### config.mk
export PLATFORM = sky130hd
export DESIGN_NAME = relay_status
export DESIGN_NICKNAME = d
export VERILOG_FILES = /design/src/relay_status_pkg.sv /design/src/blink_coder.sv /design/src/ms_tick_gen.sv /design/src/relay_status.sv
export SDC_FILE = /design/constraint.sdc
export NUM_CORES = 1
export LEC_CHECK = 0
export BUFFER_PORTS_ARGS = -buffer_cell sky130_fd_sc_hd__clkbuf_2
export CORE_MARGIN = 3
export CORE_UTILIZATION = 61
export CTS_CLUSTER_DIAMETER = 30
export CTS_CLUSTER_SIZE = 40
export DETAILED_ROUTE_END_ITERATION = 7
export HOLD_SLACK_MARGIN = 0.12
export PLACE_DENSITY = 0.91
export SLEW_MARGIN = 20
export SYNTH_ARGS = -nofsm -noshare
export SYNTH_HDL_FRONTEND = slang
export SYNTH_SLANG_ARGS = --single-unit
### constraint.sdc
create_clock -name clk -period 4.89 [get_ports clk]
set_input_delay 1.2225 -clock clk [delete_from_list [all_inputs] [get_ports clk]]
set_output_delay 1.2225 -clock clk [all_outputs]
set_load 0.01 [all_outputs]
### src/relay_status_pkg.sv
// constants, timing counts and carrier types for the relay status logic
package relay_status_pkg;

  // ---------------------------------------------------------------
  // clock and time base
  // ---------------------------------------------------------------
  localparam int unsigned CLK_PERIOD_NS = 25;
  localparam int unsigned MS_NS = 1000000;

  typedef logic [23:0] tick_cnt_t;
  typedef logic [11:0] ms_t;

  // cycles per millisecond tick, time divided by clock period
  localparam tick_cnt_t MS_CYCLES = tick_cnt_t'(MS_NS / CLK_PERIOD_NS);

  // ---------------------------------------------------------------
  // supervision times in milliseconds
  // ---------------------------------------------------------------
  localparam ms_t SUPPLY_DROP_MS = 12'h014;  // 20 ms, longer drop is a fault
  localparam ms_t POWER_OFF_MS = 12'h3e8;    // 1000 ms off needed to restart
  localparam ms_t STATUS_BLINK_MS = 12'h0fa; // 250 ms half period, power/alternate blink
  localparam ms_t TEST_INTERVAL_MS = 12'h064; // 100 ms between output tests

  // output test pulse, a least time so it rounds up
  localparam int unsigned TEST_PULSE_NS = 500;
  localparam logic [7:0] TEST_PULSE_CYC =
    8'((TEST_PULSE_NS + CLK_PERIOD_NS - 1) / CLK_PERIOD_NS);

  // ---------------------------------------------------------------
  // flash code timing in milliseconds
  // ---------------------------------------------------------------
  localparam ms_t DIGIT_PERIOD_MS = 12'h3e8; // one long flash per second
  localparam ms_t LONG_ON_MS = 12'h1f4;
  localparam ms_t LONG_OFF_MS = DIGIT_PERIOD_MS - LONG_ON_MS;
  localparam ms_t SHORT_ON_MS = 12'h096;
  localparam ms_t SHORT_OFF_MS = 12'h096;
  localparam ms_t PREFIX_PAUSE_MS = 12'h7d0; // both pauses well above one second
  localparam ms_t DIGIT_PAUSE_MS = 12'h7d0;
  localparam logic [4:0] PREFIX_FLASHES = 5'h03;
  localparam logic [4:0] ZERO_FLASHES = 5'h10;

  // ---------------------------------------------------------------
  // carrier types
  // ---------------------------------------------------------------
  // digit[0] is shown first, last is the digit count minus one
  typedef struct packed {
    logic [1:0] last;
    logic [3:0][3:0] digit;
  } err_code_t;

  localparam err_code_t CODE_SUPPLY = '{last: 2'h1, digit: 16'h0028};   // 8, 2
  localparam err_code_t CODE_OUT_SHORT = '{last: 2'h0, digit: 16'h000a}; // 10
  localparam err_code_t CODE_MODE = '{last: 2'h0, digit: 16'h0003};     // 3

  typedef struct packed {
    logic supply_ok;
    logic own_safety_ok;
    logic and_link_input;
    logic or_link_input;
    logic mode_valid;
    logic start_done;
    logic feedback_open;
    logic one_channel_open;
    logic ext_fault;
    logic ext_fault_chan;
    logic sense_1;
    logic sense_2;
  } relay_in_t;

  typedef struct packed {
    logic power_led;
    logic first_channel_led;
    logic second_channel_led;
  } led_out_t;

  typedef struct packed {
    logic out_1;
    logic out_2;
  } safe_out_t;

  typedef struct packed {
    tick_cnt_t cnt;
    logic tick;
  } div_state_t;

  typedef enum logic [2:0] {
    BL_IDLE, BL_SHORT_ON, BL_SHORT_OFF, BL_PREFIX, BL_LONG_ON, BL_LONG_OFF, BL_GAP
  } blink_phase_t;

  typedef struct packed {
    blink_phase_t phase;
    ms_t ms;
    logic [4:0] flashes;
    logic [1:0] idx;
    logic led;
  } blink_state_t;

  typedef enum logic [1:0] {RP_INIT, RP_READY, RP_FAULT} relay_phase_t;

endpackage

### src/blink_coder.sv
// flash sequencer that shows a decimal error code on one led
`timescale 1ns/10ps
`default_nettype none

module blink_coder #(
  parameter relay_status_pkg::ms_t SHORT_ON = relay_status_pkg::SHORT_ON_MS,
  parameter relay_status_pkg::ms_t SHORT_OFF = relay_status_pkg::SHORT_OFF_MS,
  parameter relay_status_pkg::ms_t PREFIX_PAUSE = relay_status_pkg::PREFIX_PAUSE_MS,
  parameter relay_status_pkg::ms_t DIGIT_PAUSE = relay_status_pkg::DIGIT_PAUSE_MS
) (
  input wire logic clk,
  input wire logic rst,
  input wire logic tick,
  input wire logic run,
  input wire relay_status_pkg::err_code_t code,
  output logic led
);
  import relay_status_pkg::*;

  blink_state_t s_r;
  blink_state_t s_nxt;
  ms_t lim;
  ms_t ms_inc;
  logic done;
  logic [3:0] cur_digit;
  logic [4:0] want;
  logic [4:0] flash_inc;

  // ---------------------------------------------------------------
  // phase length and digit flash count
  // ---------------------------------------------------------------
  always_comb begin
    case (s_r.phase)
      BL_SHORT_ON: lim = SHORT_ON;
      BL_SHORT_OFF: lim = SHORT_OFF;
      BL_PREFIX: lim = PREFIX_PAUSE;
      BL_LONG_ON: lim = LONG_ON_MS;
      BL_LONG_OFF: lim = LONG_OFF_MS;
      default: lim = DIGIT_PAUSE;
    endcase
    ms_inc = s_r.ms + 12'h001;
    done = tick && (ms_inc >= lim);
    cur_digit = code.digit[s_r.idx];
    want = (cur_digit == 4'h0) ? ZERO_FLASHES : {1'b0, cur_digit};
    flash_inc = s_r.flashes + 5'h01;
  end

  // ---------------------------------------------------------------
  // sequence: prefix, pause, digits with gaps, then repeat
  // ---------------------------------------------------------------
  always_comb begin
    s_nxt = s_r;
    if (!run) begin
      s_nxt = '0;
    end else if (s_r.phase == BL_IDLE) begin
      // start on a tick so the first short flash is as long as the others
      if (tick) begin
        s_nxt.phase = BL_SHORT_ON;
        s_nxt.led = 1'b1;
      end
    end else if (tick) begin
      s_nxt.ms = done ? '0 : ms_inc;
      if (done) begin
        case (s_r.phase)
          BL_SHORT_ON: begin
            s_nxt.phase = BL_SHORT_OFF;
            s_nxt.led = 1'b0;
            s_nxt.flashes = flash_inc;
          end
          BL_SHORT_OFF: begin
            if (s_r.flashes == PREFIX_FLASHES) begin
              s_nxt.phase = BL_PREFIX;
              s_nxt.flashes = '0;
            end else begin
              s_nxt.phase = BL_SHORT_ON;
              s_nxt.led = 1'b1;
            end
          end
          BL_PREFIX: begin
            s_nxt.phase = BL_LONG_ON;
            s_nxt.led = 1'b1;
          end
          BL_LONG_ON: begin
            s_nxt.led = 1'b0;
            // digit done: dark gap starts right after the last flash
            if (flash_inc == want) begin
              s_nxt.phase = BL_GAP;
              s_nxt.flashes = '0;
            end else begin
              s_nxt.phase = BL_LONG_OFF;
              s_nxt.flashes = flash_inc;
            end
          end
          BL_LONG_OFF: begin
            s_nxt.phase = BL_LONG_ON;
            s_nxt.led = 1'b1;
          end
          default: begin
            s_nxt.led = 1'b1;
            if (s_r.idx == code.last) begin
              s_nxt.phase = BL_SHORT_ON;
              s_nxt.idx = '0;
            end else begin
              s_nxt.phase = BL_LONG_ON;
              s_nxt.idx = s_r.idx + 2'h1;
            end
          end
        endcase
      end
    end
  end

  always_ff @(posedge clk or posedge rst) begin
    if (rst) begin
      s_r <= '0;
    end else begin
      s_r <= s_nxt;
    end
  end

  assign led = s_r.led;

endmodule
`default_nettype wire

### src/ms_tick_gen.sv
// millisecond enable pulse divided down from the system clock
`timescale 1ns/10ps
`default_nettype none

module ms_tick_gen #(
  parameter relay_status_pkg::tick_cnt_t DIV = relay_status_pkg::MS_CYCLES
) (
  input wire logic clk,
  input wire logic rst,
  output logic tick
);
  import relay_status_pkg::*;

  div_state_t s_r;
  div_state_t s_nxt;

  // wrap the count and pulse for one cycle at the end of each period
  always_comb begin
    s_nxt = s_r;
    s_nxt.tick = 1'b0;
    if (s_r.cnt >= DIV - 24'h000001) begin
      s_nxt.cnt = '0;
      s_nxt.tick = 1'b1;
    end else begin
      s_nxt.cnt = s_r.cnt + 24'h000001;
    end
  end

  always_ff @(posedge clk or posedge rst) begin
    if (rst) begin
      s_r <= '0;
    end else begin
      s_r <= s_nxt;
    end
  end

  assign tick = s_r.tick;

endmodule
`default_nettype wire

### src/relay_status.sv
// status indication, fault latch, link gating and output test of the relay
`timescale 1ns/10ps
`default_nettype none

// Summary of operation
// - code starts with three short flashes, pause
// - each digit is that many one-second flashes
// - up to four digits, dark gap between
// - whole sequence repeats while fault is latched
// - digit zero is sixteen flashes
// - supply drop over 20 ms is a fault
// - fault stays until supply off one second
// - power led flashes in init, steady when ready and started
// - channel leds follow safety outputs
// - channel leds alternate on open loop/channel, only while outputs are off
// - power led flashes for bad mode, no start; a bad mode once ready latches fault code 3 with the power led steady
// - and link gates outputs, or link adds
// - brief test pulses verify active outputs
// - fault display cleared only by power cycle
module relay_status #(
  parameter relay_status_pkg::tick_cnt_t MS_DIV = relay_status_pkg::MS_CYCLES,
  parameter relay_status_pkg::ms_t SHORT_ON = relay_status_pkg::SHORT_ON_MS,
  parameter relay_status_pkg::ms_t SHORT_OFF = relay_status_pkg::SHORT_OFF_MS,
  parameter relay_status_pkg::ms_t PREFIX_PAUSE = relay_status_pkg::PREFIX_PAUSE_MS,
  parameter relay_status_pkg::ms_t DIGIT_PAUSE = relay_status_pkg::DIGIT_PAUSE_MS
) (
  input wire logic clk,
  input wire logic rst,
  input wire relay_status_pkg::relay_in_t status_in,
  input wire relay_status_pkg::err_code_t ext_code,
  output relay_status_pkg::led_out_t leds,
  output relay_status_pkg::safe_out_t safe_out,
  output logic fault_latched
);
  import relay_status_pkg::*;

  typedef struct packed {
    relay_phase_t phase;
    ms_t off_ms;
    logic cycled;
    err_code_t code;
    logic code_chan;
    ms_t blink_ms;
    logic blink;
    ms_t test_ms;
    logic [7:0] test_cyc;
    logic test_on;
    logic test_sel;
    logic out_1;
    logic out_2;
    logic power_led;
    logic led_1;
    logic led_2;
    logic fault;
  } relay_state_t;

  relay_state_t s_r;
  relay_state_t s_nxt;

  logic tick;
  logic code_led;
  logic en;
  logic en_cmd;
  logic test_fail;
  logic fault_hit;
  err_code_t hit_code;
  logic hit_chan;
  logic alt_mode;

  // ---------------------------------------------------------------
  // time base and flash code sequencer
  // ---------------------------------------------------------------
  ms_tick_gen #(
    .DIV(MS_DIV)
  ) u_tick (
    .clk(clk),
    .rst(rst),
    .tick(tick)
  );

  // short flash and pause timings are parameters so a product can retune them
  blink_coder #(
    .SHORT_ON(SHORT_ON),
    .SHORT_OFF(SHORT_OFF),
    .PREFIX_PAUSE(PREFIX_PAUSE),
    .DIGIT_PAUSE(DIGIT_PAUSE)
  ) u_coder (
    .clk(clk),
    .rst(rst),
    .tick(tick),
    .run(s_r.phase == RP_FAULT),
    .code(s_r.code),
    .led(code_led)
  );

  // ---------------------------------------------------------------
  // output enable, test check and fault source selection
  // ---------------------------------------------------------------
  // own function or the or link, always qualified by the and link
  always_comb begin
    en = (s_r.phase == RP_READY) && status_in.supply_ok && status_in.start_done &&
         (status_in.own_safety_ok || status_in.or_link_input) &&
         status_in.and_link_input;
    // output still high at the end of its pulse means it is shorted high
    test_fail = en && s_r.test_on && (s_r.test_cyc == TEST_PULSE_CYC - 8'h01) &&
                (s_r.test_sel ? status_in.sense_2 : status_in.sense_1);
    alt_mode = status_in.feedback_open || status_in.one_channel_open;
  end

  // first fault wins; later faults are ignored until the power cycle
  always_comb begin
    fault_hit = 1'b0;
    hit_code = CODE_SUPPLY;
    hit_chan = 1'b0;
    if (s_r.phase != RP_FAULT) begin
      if (!status_in.supply_ok && (s_r.off_ms > SUPPLY_DROP_MS)) begin
        fault_hit = 1'b1;
      end else if (test_fail) begin
        fault_hit = 1'b1;
        hit_code = CODE_OUT_SHORT;
        hit_chan = s_r.test_sel;
      end else if ((s_r.phase == RP_READY) && !status_in.mode_valid) begin
        fault_hit = 1'b1;
        hit_code = CODE_MODE;
      end else if (status_in.ext_fault) begin
        fault_hit = 1'b1;
        hit_code = ext_code;
        hit_chan = status_in.ext_fault_chan;
      end
    end
    en_cmd = en && !fault_hit;
  end

  // ---------------------------------------------------------------
  // next state
  // ---------------------------------------------------------------
  always_comb begin
    s_nxt = s_r;

    // shared slow blink for the power led and the alternate pattern
    if (tick) begin
      if (s_r.blink_ms + 12'h001 >= STATUS_BLINK_MS) begin
        s_nxt.blink_ms = '0;
        s_nxt.blink = !s_r.blink;
      end else begin
        s_nxt.blink_ms = s_r.blink_ms + 12'h001;
      end
    end

    // supply watch: count off time, saturating at the restart limit
    if (!status_in.supply_ok) begin
      if (tick && (s_r.off_ms < POWER_OFF_MS)) begin
        s_nxt.off_ms = s_r.off_ms + 12'h001;
      end
      if (s_r.off_ms >= POWER_OFF_MS) begin
        s_nxt.cycled = 1'b1;
      end
    end else begin
      s_nxt.off_ms = '0;
      s_nxt.cycled = 1'b0;
      // a short drop leaves the latch alone, a full cycle restarts
      if ((s_r.phase == RP_FAULT) && s_r.cycled) begin
        s_nxt.phase = RP_INIT;
        s_nxt.fault = 1'b0;
        s_nxt.code = '0;
        s_nxt.code_chan = 1'b0;
      end
    end

    // mode detection ends the init phase
    if ((s_r.phase == RP_INIT) && status_in.supply_ok && status_in.mode_valid) begin
      s_nxt.phase = RP_READY;
    end

    // latch a new fault over whatever the phase logic chose
    if (fault_hit) begin
      s_nxt.phase = RP_FAULT;
      s_nxt.fault = 1'b1;
      s_nxt.code = hit_code;
      s_nxt.code_chan = hit_chan;
    end

    // test pulse timer, alternating between the two outputs
    if (!en_cmd) begin
      s_nxt.test_on = 1'b0;
      s_nxt.test_ms = '0;
      s_nxt.test_cyc = '0;
    end else if (s_r.test_on) begin
      if (s_r.test_cyc == TEST_PULSE_CYC - 8'h01) begin
        s_nxt.test_on = 1'b0;
        s_nxt.test_cyc = '0;
        s_nxt.test_sel = !s_r.test_sel;
      end else begin
        s_nxt.test_cyc = s_r.test_cyc + 8'h01;
      end
    end else if (tick) begin
      if (s_r.test_ms + 12'h001 >= TEST_INTERVAL_MS) begin
        s_nxt.test_ms = '0;
        s_nxt.test_on = 1'b1;
      end else begin
        s_nxt.test_ms = s_r.test_ms + 12'h001;
      end
    end

    // outputs drop only for the selected channel while its pulse runs
    s_nxt.out_1 = en_cmd && !(s_nxt.test_on && !s_nxt.test_sel);
    s_nxt.out_2 = en_cmd && !(s_nxt.test_on && s_nxt.test_sel);

    // power led: dark without supply, flashing until ready and started
    if (!status_in.supply_ok) begin
      s_nxt.power_led = 1'b0;
    end else if (s_nxt.phase == RP_INIT) begin
      s_nxt.power_led = s_nxt.blink;
    end else if ((s_nxt.phase == RP_READY) && !status_in.start_done) begin
      s_nxt.power_led = s_nxt.blink;
    end else begin
      s_nxt.power_led = 1'b1;
    end

    // channel leds: code, alternate pattern, else the output state
    if (!status_in.supply_ok) begin
      s_nxt.led_1 = 1'b0;
      s_nxt.led_2 = 1'b0;
    end else if (s_r.phase == RP_FAULT) begin
      s_nxt.led_1 = !s_r.code_chan && code_led;
      s_nxt.led_2 = s_r.code_chan && code_led;
    end else if (alt_mode && !en_cmd) begin
      s_nxt.led_1 = s_nxt.blink;
      s_nxt.led_2 = !s_nxt.blink;
    end else begin
      // follows the command, so test pulses never flicker the led
      s_nxt.led_1 = en_cmd;
      s_nxt.led_2 = en_cmd;
    end
  end

  // ---------------------------------------------------------------
  // state register
  // ---------------------------------------------------------------
  always_ff @(posedge clk or posedge rst) begin
    if (rst) begin
      s_r <= '0;
    end else begin
      s_r <= s_nxt;
    end
  end

  // every output is a field of the state register
  assign leds.power_led = s_r.power_led;
  assign leds.first_channel_led = s_r.led_1;
  assign leds.second_channel_led = s_r.led_2;
  assign safe_out.out_1 = s_r.out_1;
  assign safe_out.out_2 = s_r.out_2;
  assign fault_latched = s_r.fault;

endmodule
`default_nettype wire

==> impl_metrics.toml <==
[outcome]
status = "finished, final reports clean"

[routing]
wl_mm = 14.6
num_vias = 5400
antenna_left = 0
drt_iter0_drc = 430
routedWlPerCell_um = 16.8
drc = 0
first_pass_iters = 5
viasPerCell = 6.23

[clock_tree]
cts_buffers = 17
cts_root_buf = "clkbuf_8"
clkLatencyLatePin_ns = 0.54
path_clk_slew_ns = 0.06
post_cts_resized = 0
cts_tree = "done"
clock-sinks = 123
post_cts_buffers = 0
hold_buffers = 0
cts_max_level = 4
clockBufferDepth = 2

[sta]
rsz0062_at_grt = "false"
period_share_pct = 71.4
fin_worst_skew_ns = 0.0104
hold_violations = 0
tightest_slew_ns = 0.970
setup_viol = 0
setup_ws_ns = 1.40
min_period_ns = 3.49
slew_viol_final = 0
max_freq_ghz = 0.286
finalSetupTns_ns = 0
max_slew_margin_pct = 35.1

[worst_setup_path]
criticalPathCategory = "reg2reg"
cp_slowest_stage_delay_ns = 0.58
startpoint = "u_coder.s_r[8]"
r2r-start = "u_coder.s_r[8]"
rr_worst_depth = 13
crit_chain = "ha_1, nand2_1, nor2_1, nand3_1, xnor2_1, ha_1, a21o_1, a21oi_1, nand3_1, a31o_2, a41oi_1, nor2_2, a32o_1"
cp_top_family = "compound AO/OA/AOI/OAI gates"
worstPathMaxFanout = 11
r2r_slack_ns = 1.40
worst-path-buf-inv = 0
crit_slowest_cell = "a41oi_1"
rr_endpoint = "u_coder.s_r[7]"
startpoint_type = "register"
cp-end-kind = "register"
worstPathArrival_ns = 3.91
cp_data_required_time_ns = 5.31

[placed_design]
place_area_um2 = 6830
gp_congestion = 0.916
dpl.hpwl_mm = 9.89
dp.cells = 835
port_buffers = 37
place_ws_ns = 1.25

[global_route]
met1_usage_pct = 32.5
overflow = 0
antenna_found_initial = 0
grtUsageMet3_pct = 6.99
grt_start_max_net_pins = 94
grt_use_total_pct = 26.1
grt_pass1_vias = 5302
grt_busiest_layer = "met2"
grt_first_pass_wirelength_mm = 24.4
use_met2_pct = 42.4

[power_and_ir_drop]
ir_drop_uv = 403
leakage_nw = 3.42
power_density_nw_per_um2 = 394

[logic_synthesis]
synth.top_cell.area_share_pct = 46.6
synthCells = 681
synth-seq-area-share_pct = 46.6
async_flop_share_pct = 100
synth_cell_types = 67
avgSynthCellArea_um2 = 9.70
synth_edf_count = 0
synth_area_leader_cell = "dfrtp_1"
synth_area_um2 = 6610
ys.flop_type = "dfrtp_1"
ys_ff_latch = 123
yosysWarnings = 0
synth.area.top_cells = "dfrtp_1, nor2_1, o21ai_0, xnor2_1, a22o_1"

[cells_and_area]
fillers = 716
layout.nets = 766
areaGrowthSynthToFinish_pct = 12.0
layoutNonFillerInstCount = 867
final_cell_mix = "dfrtp_1, nor2_1, nand2_1"
final_common_cell = "dfrtp_1"
drive_gt1_share_pct = 12.6
fin_area_um2 = 7400
antennaDiodeCount = 0
postLayoutCoreUtil_pct = 71.1

[min_path]
holdPathEnd = "u_tick.s_r[1]"
min_delay_path_depth = 1
hp-class = "reg2reg"
min_from = "u_tick.s_r[1]"

[floorplanning]
fp.dieH_um = 110
initial_core_util_pct = 63.4
fp.coreArea_um2 = 10400
io_pins = 38
die_w_um = 110
die_area_um2 = 12100
rows = 37

[job]
cap_violations = 0
-- flip-flops by register name (all words and copies together) (netlist names) --
register and cells:
s_r 69, u_tick.s_r 24, u_coder.s_r 22, leds 3
safe_out 2, fault_latched 1, u_coder.led 1, u_tick.tick 1
-- final cells by class --
cell class | count | area, um^2 | area share [%]
Sequential cell | 123 | 3080 | 41.6
Inverter | 25 | 98.8 | 1.34
Multi-Input combinational cell | 512 | 3280 | 44.4
Clock buffer | 20 | 455 | 6.15
Clock inverter | 12 | 114 | 1.54
Timing Repair Buffer | 39 | 200 | 2.70
Tap cell | 136 | 170 | 2.30
-- cells by family after synthesis --
kind of cell / count (synthesis) / synth area share [%]
and+or+nand+nor: 286 / 22.3
muxes: 12 / 2.59
adders and majority gates: 16 / 3.03
buffers and inverters: 53 / 4.13
xor gates and xnor gates: 45 / 5.96
other: 1 / 0.0567
AOI/OAI and AO/OA: 145 / 15.4
DFF: 123 / 46.6
-- power breakdown --
part | switching [mW] | internal (mW) | leakage, nW | total, mW
Combinational | 0.276 | 0.221 | 1.51 | 0.497
Clock | 0.472 | 0.718 | 0.282 | 1.19
Sequential | 0.116 | 1.11 | 1.64 | 1.23
-- worst max-delay path by stage --
stage                                 to  slack, ns  depth (start not counted)
after floorplan            fault_latched       0.40                          1
after global placement           s_r[22]       1.45                          7
after detailed placement         s_r[22]       1.25                          7
after CTS                 u_coder.s_r[7]       1.46                         13
after global routing      u_coder.s_r[7]       1.17                         13
final                     u_coder.s_r[7]       1.40                         13
-- routing by layer --
layer	wire, um	share of wire (%)
met5	0	0
met4	268	1.8
met3	919	6.3
met2	7280	50
met1	6120	42
-- Yosys cell counts (all sizes together), types with 2 or more instances --
library cell / n
a21o: 12
a221o: 2
nor3b: 11
and2: 8
or3: 16
nand2: 48
dfrtp: 123
nor2: 76
ha: 16
a31oi: 4
o311a: 2
a22o: 23
nand3: 42
nor3: 23
a41o: 2
buf: 12
clkbuf: 16
mux4: 4
nand2b: 4
nor4: 8
nor4b: 4
xnor2: 24
a32o: 5
xor2: 21
and4: 2
a211o: 5
o31ai: 5
o21ai: 48
nor2b: 8
and3: 12
inv: 24
or2: 4
or4: 2
mux2i: 7
a21oi: 22
nand4: 14
a41oi: 3
-- per-stage QoR --
stage	total power, mW	hold slack (ns)
finish	2.92	0.475
global route	3.06	0.520
detailed placement	1.73	0.471
global placement	1.69	0.458
floorplan	1.61	0.445
CTS	2.93	0.479
Power figures use the tool's default switching activity.
